<file path="src/logic/ccg_map.svh">
// Constants of the check-code generator: polynomial mask, reset values, bit positions
`ifndef CCG_MAP_SVH
`define CCG_MAP_SVH

// Feedback taps at bits 15, 13 and 0 after the right shift
`define CCG_CRC_MASK  16'ha001
`define CCG_CRC_INIT  16'h0000
`define CCG_LRC_INIT  8'h00
`define CCG_BYTE_ZERO 8'h00
`define CCG_KEEP_ZERO 7'h00
`define CCG_CNT_ZERO  3'h0
`define CCG_CNT_ONE   3'h1
`define CCG_LAST_BIT  3'h7
`define CCG_BYTE_BITS 8
`define CCG_PAR_INIT  1'b1

`endif

</file>
<file path="src/logic/ccg_pkg.sv">
// Types shared by the check-code generator modules
package ccg_pkg;

	typedef logic [7:0]  ccg_byte_t;
	typedef logic [15:0] ccg_crc_t;
	typedef logic [2:0]  ccg_cnt_t;

	// One-hot sequencer states
	typedef enum logic [1:0] {
		CCG_IDLE  = 2'b01,
		CCG_SHIFT = 2'b10
	} ccg_state_t;

endpackage : ccg_pkg

</file>
<file path="src/logic/ccg_step_if.sv">
// Carrier between the bit sequencer and the parity and longitudinal engine
interface ccg_step_if;
	import ccg_pkg::*;

	logic      clr;
	logic      start;
	logic      step;
	ccg_cnt_t  idx;
	ccg_byte_t data;
	ccg_byte_t char_out;
	ccg_byte_t lrc;

	modport ctl (output clr, output start, output step, output idx, output data,
	             input char_out, input lrc);
	modport eng (input clr, input start, input step, input idx, input data,
	             output char_out, output lrc);

endinterface : ccg_step_if

</file>
<file path="src/logic/ccg_parity.sv">
// Bit-serial odd parity and longitudinal block parity engine
`include "ccg_map.svh"

module ccg_parity (
	// Clock and reset
	input wire logic clk,
	input wire logic rst_n,
	// Step controls and results
	ccg_step_if.eng  e
);
	import ccg_pkg::*;

	ccg_byte_t   sh_reg;
	ccg_byte_t   sh_next;
	logic [6:0]  keep_reg;
	logic [6:0]  keep_next;
	logic        par_reg;
	logic        par_next;
	ccg_byte_t   char_reg;
	ccg_byte_t   char_next;
	ccg_byte_t   lrc_reg;
	ccg_byte_t   lrc_next;

	// Next values; the last step only assembles, bit 7 is not counted
	always_comb begin
		sh_next   = sh_reg;
		keep_next = keep_reg;
		par_next  = par_reg;
		char_next = char_reg;
		lrc_next  = lrc_reg;
		if (e.clr) begin
			lrc_next = `CCG_LRC_INIT;
		end
		if (e.start) begin
			sh_next   = e.data;
			keep_next = e.data[6:0];
			par_next  = `CCG_PAR_INIT;
		end else if (e.step) begin
			if (e.idx != `CCG_LAST_BIT && sh_reg[0]) begin
				par_next = ~par_reg;
			end
			sh_next = {1'b0, sh_reg[7:1]};
			if (e.idx == `CCG_LAST_BIT) begin
				char_next = {par_reg, keep_reg};
				lrc_next  = lrc_reg ^ {par_reg, keep_reg};
			end
		end
	end

	// Registers
	always_ff @(posedge clk) begin
		if (!rst_n) begin
			sh_reg   <= `CCG_BYTE_ZERO;
			keep_reg <= `CCG_KEEP_ZERO;
			par_reg  <= `CCG_PAR_INIT;
			char_reg <= `CCG_BYTE_ZERO;
			lrc_reg  <= `CCG_LRC_INIT;
		end else begin
			sh_reg   <= sh_next;
			keep_reg <= keep_next;
			par_reg  <= par_next;
			char_reg <= char_next;
			lrc_reg  <= lrc_next;
		end
	end

	assign e.char_out = char_reg;
	assign e.lrc      = lrc_reg;
endmodule : ccg_parity

</file>
<file path="src/logic/ccg_top.sv">
// Check-code generator: CRC-16, odd character parity and block longitudinal parity
// How it works
// - Each accepted byte is folded into the 16-bit code, one update per data bit.
// - Generator polynomial is x16 + x15 + x2 + 1.
// - Each step shifts right; feedback from code LSB versus data bit hits bits 15, 13, 0.
// - Data byte enters least significant bit first; eight steps finish it.
// - Odd parity over the seven data bits lands in bit 7 of the character.
// - Every finished character is XORed into the block parity byte.
// - Parity toggles once per set bit among data bits 0 to 6; bit 7 is not counted.
`include "ccg_map.svh"

module ccg_top (
	// Clock and reset
	input  wire logic              CLK_SYS,
	input  wire logic              RST_N,
	// Byte stream in
	input  wire logic              CLR_STRING,
	input  wire logic              BYTE_VALID,
	input  wire ccg_pkg::ccg_byte_t BYTE_DATA,
	// Status
	output logic                   BUSY,
	output logic                   DONE,
	// Check codes
	output ccg_pkg::ccg_crc_t      CRC_OUT,
	output ccg_pkg::ccg_byte_t     CHAR_OUT,
	output ccg_pkg::ccg_byte_t     LRC_OUT
);
	import ccg_pkg::*;

	ccg_state_t state_reg;
	ccg_state_t state_next;
	ccg_crc_t   crc_reg;
	ccg_crc_t   crc_next;
	ccg_byte_t  shift_reg;
	ccg_byte_t  shift_next;
	ccg_cnt_t   cnt_reg;
	ccg_cnt_t   cnt_next;
	logic       busy_reg;
	logic       busy_next;
	logic       done_reg;
	logic       done_next;
	logic       accept;
	ccg_crc_t   exp_reg;

	ccg_step_if st ();

	// One feedback shift step of the code register
	function automatic ccg_crc_t crc_bit(input ccg_crc_t c, input logic d);
		logic fb;
		fb = c[0] ^ d;
		crc_bit = {1'b0, c[15:1]} ^ (fb ? `CCG_CRC_MASK : `CCG_CRC_INIT);
	endfunction : crc_bit

	// Whole byte, used as the reference for the serial result
	function automatic ccg_crc_t crc_byte(input ccg_crc_t c, input ccg_byte_t d);
		ccg_crc_t r;
		r = c;
		for (int i = 0; i < `CCG_BYTE_BITS; i++) begin
			r = crc_bit(r, d[i]);
		end
		crc_byte = r;
	endfunction : crc_byte

	// Byte taken only in idle; a strobe while busy is ignored
	assign accept = (state_reg == CCG_IDLE) && BYTE_VALID;

	// Sequencer next values; one bit per clock keeps the logic tiny at the cost of latency
	always_comb begin
		state_next = state_reg;
		crc_next   = crc_reg;
		shift_next = shift_reg;
		cnt_next   = cnt_reg;
		busy_next  = busy_reg;
		done_next  = 1'b0;
		case (state_reg)
			CCG_IDLE: begin
				if (CLR_STRING) begin
					crc_next = `CCG_CRC_INIT;
				end
				if (BYTE_VALID) begin
					shift_next = BYTE_DATA;
					cnt_next   = `CCG_CNT_ZERO;
					busy_next  = 1'b1;
					state_next = CCG_SHIFT;
				end
			end
			CCG_SHIFT: begin
				crc_next   = crc_bit(crc_reg, shift_reg[0]);
				shift_next = {1'b0, shift_reg[7:1]};
				if (cnt_reg == `CCG_LAST_BIT) begin
					state_next = CCG_IDLE;
					busy_next  = 1'b0;
					done_next  = 1'b1;
				end else begin
					cnt_next = cnt_reg + `CCG_CNT_ONE;
				end
			end
			default: begin
				state_next = CCG_IDLE;
				busy_next  = 1'b0;
			end
		endcase
	end

	// Sequencer registers
	always_ff @(posedge CLK_SYS) begin
		if (!RST_N) begin
			state_reg <= CCG_IDLE;
			crc_reg   <= `CCG_CRC_INIT;
			shift_reg <= `CCG_BYTE_ZERO;
			cnt_reg   <= `CCG_CNT_ZERO;
			busy_reg  <= 1'b0;
			done_reg  <= 1'b0;
		end else begin
			state_reg <= state_next;
			crc_reg   <= crc_next;
			shift_reg <= shift_next;
			cnt_reg   <= cnt_next;
			busy_reg  <= busy_next;
			done_reg  <= done_next;
		end
	end

	// Controls toward the parity engine; clear is honoured only between bytes
	assign st.clr   = (state_reg == CCG_IDLE) && CLR_STRING;
	assign st.start = accept;
	assign st.step  = (state_reg == CCG_SHIFT);
	assign st.idx   = cnt_reg;
	assign st.data  = BYTE_DATA;

	ccg_parity u_parity (
		.clk   (CLK_SYS),
		.rst_n (RST_N),
		.e     (st.eng)
	);

	// Outputs, all from flip-flops
	assign BUSY     = busy_reg;
	assign DONE     = done_reg;
	assign CRC_OUT  = crc_reg;
	assign CHAR_OUT = st.char_out;
	assign LRC_OUT  = st.lrc;

	// Reference code captured at accept, checked only by assertions
	always_ff @(posedge CLK_SYS) begin
		if (!RST_N) begin
			exp_reg <= `CCG_CRC_INIT;
		end else if (accept) begin
			exp_reg <= crc_byte(CLR_STRING ? `CCG_CRC_INIT : crc_reg, BYTE_DATA);
		end
	end
endmodule : ccg_top

</file>
<file path="config.mk">
export PLATFORM = sky130hd
export DESIGN_NAME = ccg_top
export DESIGN_NICKNAME = d
export VERILOG_FILES = /design/src/logic/ccg_pkg.sv /design/src/logic/ccg_step_if.sv /design/src/logic/ccg_parity.sv /design/src/logic/ccg_top.sv
export VERILOG_INCLUDE_DIRS = /design/src /design/src/logic
export SDC_FILE = /design/constraint.sdc
export NUM_CORES = 1
export LEC_CHECK = 0
export BUFFER_PORTS_ARGS = -buffer_cell sky130_fd_sc_hd__buf_2
export CELL_PAD_IN_SITES_DETAIL_PLACEMENT = 2
export CELL_PAD_IN_SITES_GLOBAL_PLACEMENT = 2
export CORE_MARGIN = 1
export CORE_UTILIZATION = 34
export CTS_CLUSTER_SIZE = 10
export DETAILED_ROUTE_END_ITERATION = 8
export PLACE_DENSITY = 0.9
export SLEW_MARGIN = 20
export SYNTH_ARGS = -nofsm -noshare
export SYNTH_HDL_FRONTEND = slang
export SYNTH_SLANG_ARGS = --single-unit
</file>
<file path="constraint.sdc">
create_clock -name CLK_SYS -period 2.8 [get_ports CLK_SYS]
set_input_delay 0.56 -clock CLK_SYS [delete_from_list [all_inputs] [get_ports CLK_SYS]]
set_output_delay 0.56 -clock CLK_SYS [all_outputs]
set_load 0.1 [all_outputs]
</file>
==> results.md, run 1 <==
* Status: complete, but fails checks
* Violated checks: DRC
* Final slew viol count at 0
* Postcts setup bufs at 0
* Syn Inst Count at approximately 260
* Net Sw Frac at 23.8%
* Initial Utilization at roughly 36%
* FP Rows at 29
* Initial DRC count at 88
* Post-Synthesis Cell Area at 2300 um2
* Most frequent cell after synthesis: dfxtp_1
* Avg Cell Area, Syn at 8.93 um2
* Max FFs per register at 16
* Diode count at 0
* Normalized max-slew margin at around 54%
* Largest family of logic cells by synthesized area: simple AND/OR/NAND/NOR gates
* Placed inst area at 2560 um2
* DRC errors left at 9
* Flop pwr share at between 40% and 50%
* Synth top area cells: dfxtp_1 (54%), nand2_1 (9.6%), nand3_1 (4.6%)
* Worst setup SP type: flip-flop
* CP Capture Type: flip-flop
* Die X at about 84 um
* CTS tree: yes
* Post-Synth Simple-Gate Area at approximately a quarter
* R2R Path Start: state_reg[0]
* Worst-Margin Slew at roughly 0.7 ns
* Leakage at ~1.1 nW
* Mux contribution to synthesized area at 0%
* Post-synth top cells: dfxtp_1 (62), nand2_1 (59), nand3_1 (21), a21oi_1 (18), o22ai_1 (16)
* Global Route Usage Sum at 20.8%
* # clock sinks at 62
* Fin crit period at 2.12 ns
* H-tree levels at 3
* WL per Instance at 18.2 um
* Synth Area in Compound Gates at between 10% and 20%
* FFs w/ async S/R, synth at 0%
* DR pass1 iterations at 6
* Ys Warns at 0
* Max frequency at around 470 MHz
* Worst path cell trace: nand2b_1 -> nand2_1 -> o22ai_1
* Largest net degree at the start of global routing at 42
* CTS Buffer Depth at 2
* Design Area, Final at roughly 2800 um2
* GPL Wtd Cong at around 0.74
* Clock power frac at between 40% and 50%
* Num ports at 46
* Die Ht at ~84 um
* Crit Path Class: flip-flop to flip-flop
* Comb power frac at 6.1%
* Vias/cell at approximately 5.6
* Int Pwr at ~1.5 mW
* Synthesized flop and latch total at 62
* Setup TNS at 0 ns
* # hold bufs at CTS at 0
* Synth top area share at about 54%
* Final period utilization at approximately 76%
* Largest stage delay, worst path at slightly above 0.6 ns
* NumNets Final at ~310
* Crit. Startpoint: state_reg[0]
* Syn-to-layout area delta at 21.7%
* Final Setup Violations at 0
* Core area at 6420 um2
* Buffers and inverters on the worst path at 0
* DP Wirelength at ~4.4 mm
* CP required at around 3 ns
* Total die area at roughly 7000 um2
* Share of cells above drive strength 1 at about 22%
* Crit path max fanout at 19
* Clock Latency Late Sink at ~0.34 ns
* Clock transition at path regs at about 0.07 ns
* Max Clock Skew at between 0.005 and 0.006 ns
* Post-synthesis xor/xnor area fraction at ~1.5%
* Hold_sp: u_parity.e.char_out[7]
* Number of max-cap violations at 0
* Port-buffer cells at 45
* Synth cell types at 28
* Area leader, netlist: dfxtp_1
* Top delay family on crit path: simple AND/OR/NAND/NOR gates
* Post-synthesis adder-cell area fraction at 1.09%
* Synth Flop Type: dfxtp_1
* Number of CTS-inserted buffers at 9
* VDD IR-drop max at 0.368 mV
* Post-CTS sizing at 0
* EDFF count, synth at 0
* Sequential element share of the synthesized area at between 50% and 60%
* Hold crit path type: flip-flop to flip-flop
* Initial antenna violation count at 0
* Post-layout util at between 40 and 50%
* Syn nets at 271
* Via Count at 2130
* CP max-delay cell: nand2b_1
* Global-route wire length before repair at roughly 11 mm
* Hold Vio Cnt, Final at 0
* PwrDens at 719 nW/um2
* Post-DRT Antenna Nets at 0
* RSZ-0062 raised after global routing: false
* Hold_ws at approximately 0.46 ns
* Switch Pwr at around 0.48 mW
* GRT overflow at 0
* Vias in the first global route at between 2000 and 2500
* Crit path DAT at ~2.4 ns
* DRT Wirelength at around 6.9 mm
* Root Buffer: clkbuf_8
[metal layers]
layer | vias up | routed length, um | global-route usage [%] | share of wire, %
li1 | 1004 | - | - | -
met1 | 1070 | 3000 | 23.6 | 44
met2 | 45 | 3500 | 35.8 | 51
met3 | 11 | 269 | 5.80 | 3.9
met4 | 0 | 118 | 10.3 | 1.7
met5 | - | 0 | 0 | 0
[layout make-up]
class / count / area (um2)
clock buffer: 10 / 128
clock inverter: 6 / 110
fill: 728 / 3630
inverter: 1 / 3.75
multi-input combinational: 173 / 953
sequential: 62 / 1240
tap: 77 / 96.3
timing repair buffer: 50 / 263
[final timing paths]
check / depth (start not counted) / endpoint / slack [ns]
min: 2 / u_parity.e.char_out[7] / 0.46
max reg2reg: 3 / CRC_OUT[9] / 0.68
max: 3 / CRC_OUT[9] / 0.68
min reg2reg: 2 / u_parity.e.char_out[7] / 0.46
[placed cells by master (no fill, tap or decap), drive strengths merged, types with 3 or more instances in the layout]
master,n
xnor2,3
clkbuf,10
o31ai,7
nand3b,3
nand4b,9
bufinv,3
a21oi,18
o22ai,16
buf,50
nand4,7
nand2,59
a31oi,15
nand3,21
nand2b,3
dfxtp,62
[power groups by stage]
stage	sequential, mW	clock, mW	combinational [mW]
3_3_place_gp	0.946	0	0.116
4_1_cts	0.929	0.980	0.124
2_1_floorplan	0.947	0	0.0833
5_1_grt	0.931	1.02	0.134
6_report	0.930	0.958	0.123
3_5_place_dp	0.948	0	0.120
[metrics by stage]
| stage | setup WS, ns | std cells | power, mW |
|---|---|---|---|
| detailed placement | 0.735 | 363 | 1.07 |
| global placement | 0.862 | 363 | 1.06 |
| CTS | 0.691 | 379 | 2.03 |
| finish | 0.683 | 379 | 2.01 |
| global route | 0.512 | 379 | 2.08 |
| floorplan | 0.900 | 257 | 1.03 |
[worst min-delay path, delay by kind of cell (launching register included)]
family             cells  cell delay [ns]
AOI/OAI and AO/OA      1             0.05
and+or+nand+nor        1             0.05
DFF                    1             0.31
[cell families after synthesis]
logic type,count (synthesis)
AO/OA/AOI/OAI,59
XOR/XNOR,4
adder cells (fa/ha/maj),2
buffers and inverters,22
flip-flops,62
AND/OR/NAND/NOR,108
No activity file was read; power rests on OpenSTA's default activity.
==> inputs of run 2 (changes only) <==
CORE_UTILIZATION = 32   (was 34)
PLACE_DENSITY = 0.85   (was 0.9)
clock period = 2 ns   (was 2.8 ns; I/O delays follow)
==> run 2 against run 1 <==
  * The flow now finishes without violations
  * Routed wire length down 1.1%
  * Design area rose by 1.3%
  * Die area rose by 6.1%
  * Critical path type unchanged
  * Critical endpoint is now u_parity.e.char_out[0]
==> results.md, run 2 (synthesis results as in run 1) <==
* Status: finished clean
* Hold-critical path depth at 3
* Largest stage delay, worst path at approximately 0.39 ns
* NumNets Final at about 320
* GR met3 Demand/Resource at slightly below 4%
* Postcts setup bufs at 0
* Initial antenna violation count at 0
* Num ports at 46
* DRT Wirelength at approximately 7 mm
* GRT overflow at 0
* Final Setup Violations at 0
* Worst path cell trace: ha_1 -> ha_1 -> nand3b_1 -> nand2_1 -> a21oi_1
* Total die area at ~7500 um2
* FP Rows at 30
* Largest net degree at the start of global routing at 42
* Diode count at 0
* Post-DRT Antenna Nets at 0
* Share of cells above drive strength 1 at approximately a quarter
* Syn-to-layout area delta at 23.3%
* # clock sinks at between 60 and 70
* RSZ-0062 raised after global routing: false
* Initial Utilization at between 30% and 40%
* Max frequency at between 500 and 600 MHz
* Normalized max-slew margin at 66.9%
* CP Capture Type: flip-flop
* Fin crit period at ~1.7 ns
* H-tree levels at 3
* Post-CTS sizing at 0
* Number of max-cap violations at 0
* VDD IR-drop max at roughly 0.32 mV
* Top Usage Layer GRT: met2
* Vias in the first global route at roughly 2200
* Power, Total at about 2.7 mW
* Crit path DAT at approximately 1.9 ns
* Root Buffer: clkbuf_8
* Initial DRC count at 51
* PwrDens at 946 nW/um2
* Hold_ws at about 0.35 ns
* Worst reg2reg setup slack at about 0.33 ns
* Core area at roughly 7000 um2
* Global-route wire length before repair at 10.9 mm
* CP required at ~2.2 ns
* Worst-Margin Slew at 0.500 ns
* Top delay family on crit path: simple AND/OR/NAND/NOR gates
* Via Count at between 2000 and 2500
* WL per Instance at between 15 and 20 um
* Clock Latency Late Sink at between 0.3 and 0.4 ns
* Max Clock Skew at roughly 0.0081 ns
* Leakage at approximately 1.1 nW
* Commonest non-fill, non-tap cells in the layout: dfxtp_1 (62), nand2_1 (59), buf_2 (45)
* CTS Buffer Depth at 2
* CTS tree: yes
* GPL Wtd Cong at ~0.7
* Hold crit path type: input pin to flip-flop
* Die X at just under 90 um
* Buffers and inverters on the worst path at 0
* Global Route Usage Sum at 19.3%
* GR Util met1 at about a fifth
* Number of CTS-inserted buffers at 9
* CP most frequent cell: ha_1
* DP Wirelength at ~4.8 mm
* # hold bufs at CTS at 0
* Die Ht at roughly 87 um
* Reg2reg path depth at 5
* Crit Path Class: flip-flop to flip-flop
* Port-buffer cells at 45
* Max FFs per register at 16
* CP max-delay cell: ha_1
* GR Util met2 at between 30% and 40%
* DRC errors left at 0
* DR pass1 iterations at 4
* Crit path max fanout at 12
* Final slew viol count at 0
* Worst setup SP type: flip-flop
* Clock transition at path regs at around 0.070 ns
* Hold Vio Cnt, Final at 0
* Most common cell after layout, fill and taps aside: dfxtp_1
* Final period utilization at between 80 and 90%
* Setup TNS at 0 ns
* Crit path depth at 5
* Vias/cell at approximately 5.2
run 2: stage by stage:
step | cells | area, um2 | setup slack (ns) | util [%]
after global placement | 387 | 2620 | 0.444 | 38.1
after floorplan | 257 | 2300 | 0.100 | -
after global routing | 403 | 2830 | 0.195 | 41.2
after CTS | 403 | 2830 | 0.322 | 41.2
final | 403 | 2830 | 0.332 | 41.2
after detailed placement | 387 | 2620 | 0.362 | 38.1
run 2: where the power goes:
part	switching, mW	internal [mW]	total [mW]	leakage, nW
clock	0.506	0.694	1.20	0.113
combinational	0.128	0.0593	0.188	0.501
sequential	0.0207	1.27	1.29	0.503
run 2: final cells by class:
| class | count | area (um2) |
|---|---|---|
| Clock buffer | 9 | 124 |
| Clock inverter | 7 | 88.8 |
| Fill cell | 793 | 4040 |
| Inverter | 1 | 3.75 |
| Multi-Input combinational cell | 173 | 953 |
| Sequential cell | 62 | 1240 |
| Tap cell | 96 | 120 |
| Timing Repair Buffer | 55 | 300 |
run 2: metal layers:
layer,wire [um],up-vias
li1,-,1014
met3,263,10
met1,2840,1034
met4,107,0
met5,0,-
met2,3600,46
run 2: worst min-delay path: stages:
cell     delay (ns)
buf_2          0.10
nand2_1        0.09
a21oi_1        0.06
run 2: path summary, 6_finish.rpt:
path | from | endpoint
max | cnt_reg[0] | u_parity.e.char_out[0]
min | BYTE_DATA[7] | u_parity.sh_reg[7]
max reg2reg | cnt_reg[0] | u_parity.e.char_out[0]
min reg2reg | u_parity.e.char_out[2] | u_parity.e.char_out[2]
==> inputs of run 3 (changes only) <==
ABC_AREA = 1   (was default)
CORE_UTILIZATION = 28   (was 32)
PLACE_DENSITY = 0.82   (was 0.85)
clock period = 1.4 ns   (was 2 ns; I/O delays follow)
==> run 3 against run 2 <==
  * Final cell count is 25% higher
  * Die area grew 29%
  * Global-route usage shrank 1.3 points
  * Fmax rose by 24%
  * Via count grew 18%
  * Largest power group unchanged
  * Clock power rose by 33%
  * Sequential share of layout area fell by 7.2 points
  * Flip-flop and latch count unchanged
  * Sequential power rose by 44%
  * Register-to-register slack got worse by 0.27 ns
  * Setup slack got worse by 0.27 ns
==> results.md, run 3 <==
* DRT Wirelength at about 8.3 mm
* Number of max-cap violations at 0
* Design Area, Final at approximately 3400 um2
* Core area at between 8000 and 9000 um2
* GR Util met2 at roughly a third
* Vias in the first global route at around 2700
* EDFF count, synth at 0
* Pre-CTS WS at -0.159 ns
* Total die area at about 9700 um2
* Syn Inst Count at 342
* Crit. Startpoint: cnt_reg[1]
* Reg2reg path depth at 7
* GRT overflow at 0
* Avg Cell Area, Syn at roughly 7.6 um2
* Leakage at about 1.4 nW
* Placed inst area at between 3000 and 4000 um2
* Most common cell after layout, fill and taps aside: nand2_1
* R2R Path Start: cnt_reg[1]
* Setup TNS at 0 ns
* Initial Utilization at slightly below 30%
* Ys Warns at 0
* Synth Flop Type: dfxtp_1
* GPL Wtd Cong at between 0.7 and 0.8
* Worst reg2reg setup slack at approximately 0.058 ns
* Synth cell types at 25
* PwrDens at 1120 nW/um2
* NumNets Final at between 400 and 500
* Post-synth top cells: nand2_1 (111), dfxtp_1 (62), a21oi_1 (41), nand3_1 (39), nor2_1 (26)
* Hold crit path type: input pin to flip-flop
* Crit Path Class: flip-flop to flip-flop
* RR Endpoint: u_parity.e.lrc[0]
* Synthesized flop and latch total at 62
* CTS Buffer Depth at 2
* Crit path DAT at roughly 1.6 ns
* Hold Vio Cnt, Final at 0
* # hold bufs at CTS at 0
* Crit path max fanout at 7
* GR Util met1 at 21.3%
* CP required at approximately 1.7 ns
* WL per Instance at between 15 and 20 um
* Hold_sp: BYTE_DATA[5]
* Critical path endpoint: u_parity.e.lrc[0]
* Post-Synthesis Cell Area at around 2600 um2
* DRC errors left at 0
* Largest net degree at the start of global routing at 39
* DR pass1 iterations at 6
* CP Capture Type: flip-flop
* Post-DRT Antenna Nets at 0
* Initial antenna violation count at 0
* Initial DRC count at between 70 and 80
* Root Buffer: clkbuf_8
* DP Wirelength at between 5 and 6 mm
* FFs w/ async S/R, synth at 0%
* Final period utilization at between 90 and 100%
* Num ports at 46
* Syn nets at between 300 and 400
* Via Count at 2486
* Max frequency at approximately 750 MHz
* Global-route wire length before repair at 13.5 mm
* Final Setup Violations at 0
* Die X at around 98 um
* Top Usage Layer GRT: met2
* Synth top area cells: dfxtp_1 (48%), nand2_1 (16%), a21oi_1 (7.9%)
* # clock sinks at 62
* Share of cells above drive strength 1 at between 20 and 30%
* H-tree levels at 3
* Syn-to-layout area delta at 30.9%
* Status: finished clean
* Final setup margin at 0.0582 ns
* Clock Latency Late Sink at 0.34 ns
* FP Rows at 34
* Synth top area share at approximately 48%
* Global Route Usage Sum at between 15 and 20%
* Clock transition at path regs at 0.08 ns
* Area leader, netlist: dfxtp_1
* Worst setup SP type: flip-flop
* Port-buffer cells at between 40 and 50
* Final slew viol count at 0
* Post-layout util at approximately two fifths
* Sequential element share of the synthesized area at approximately 48%
* CTS tree: yes
* Max FFs per register at 16
* Fin crit period at 1.34 ns
* Max Clock Skew at between 0.009 and 0.01 ns
* Worst-Margin Slew at just over 0.3 ns
* Power, Total at 3.83 mW
* Diode count at 0
* Vias/cell at between 4 and 5
* Commonest non-fill, non-tap cells in the layout: nand2_1 (110), dfxtp_1 (57), a21oi_1 (40)
* Number of CTS-inserted buffers at 9
* Die Ht at 98.4 um
* GR met3 Demand/Resource at 2.98%
* Normalized max-slew margin at about four fifths
* VDD IR-drop max at approximately 0.4 mV
* Most frequent cell after synthesis: nand2_1
==> run 3: cell count changes in the layout (fill, tap and decap cells not counted), moves of 9 or more <==
cell and delta:
a21oi_1 +22, a31oi_1 -15, buf_12 +12, buf_2 -34, buf_4 +18, inv_1 +13, nand2_1 +51, nand3_1 +18
nand4b_1 -9, nor2_1 +25, o22ai_1 -16
==> run 3: cell type report <==
type                            instances  area [um2]
Tap cell                              108         135
Clock inverter                          5        57.6
Clock buffer                           11         141
Fill cell                             999        5440
Inverter                               18        70.1
Sequential cell                        62        1250
Timing Repair Buffer                   57         572
Multi-Input combinational cell        244        1180
==> run 3: what timing repair did <==
action,CTS,global route
gates resized for setup,22,15
gates cloned,0,1
pin swaps,1,3
endpoints found under the setup margin,39,29
setup buffers,1,1
==> run 3: metrics by stage <==
step / cells / hold WS (ns)
finish: 505 / 0.239
global route: 505 / 0.247
CTS: 503 / 0.220
detailed placement: 486 / 0.459
global placement: 486 / 0.441
floorplan: 342 / 0.403
==> run 3: how the worst min path moves through the flow <==
stage,end,slack [ns],depth (start not counted)
final,u_parity.keep_reg[5],0.24,3
after global routing,u_parity.keep_reg[4],0.25,3
after CTS,shift_reg[7],0.22,3
after detailed placement,u_parity.e.char_out[0],0.46,2
after global placement,cnt_reg[0],0.44,1
after floorplan,u_parity.e.lrc[0],0.40,2
==> run 3: critical path, stage by stage, from the launching register on <==
cell       delay [ns]
dfxtp_2          0.34
ha_2             0.19
ha_4             0.14
inv_2            0.06
nor2_8           0.17
clkbuf_16        0.17
nand2_2          0.07
a21oi_1          0.14
==> run 3: per-layer routing <==
| metal | part of all wire (%) | up-vias |
|---|---|---|
| li1 | - | 1201 |
| met1 | 44 | 1237 |
| met2 | 52 | 34 |
| met3 | 2.0 | 14 |
| met4 | 2.0 | 0 |
| met5 | 0 | - |
==> run 3: cells by family after synthesis <==
group / Yosys count / share of synthesized area, %
AO/OA/AOI/OAI: 51 / 10.8
buffers and inverters: 36 / 7.88
AND/OR/NAND/NOR: 191 / 32.7
flip-flops: 62 / 47.7
adder cells (fa/ha/maj): 2 / 0.961
==> run 3: report_power, final <==
group / total, mW / leakage [nW] / switching, mW / internal, mW
clock network: 1.60 / 0.0999 / 0.731 / 0.872
logic: 0.364 / 0.816 / 0.245 / 0.119
registers: 1.86 / 0.506 / 0.0438 / 1.82
total: 3.83 / 1.42 / 1.02 / 2.81
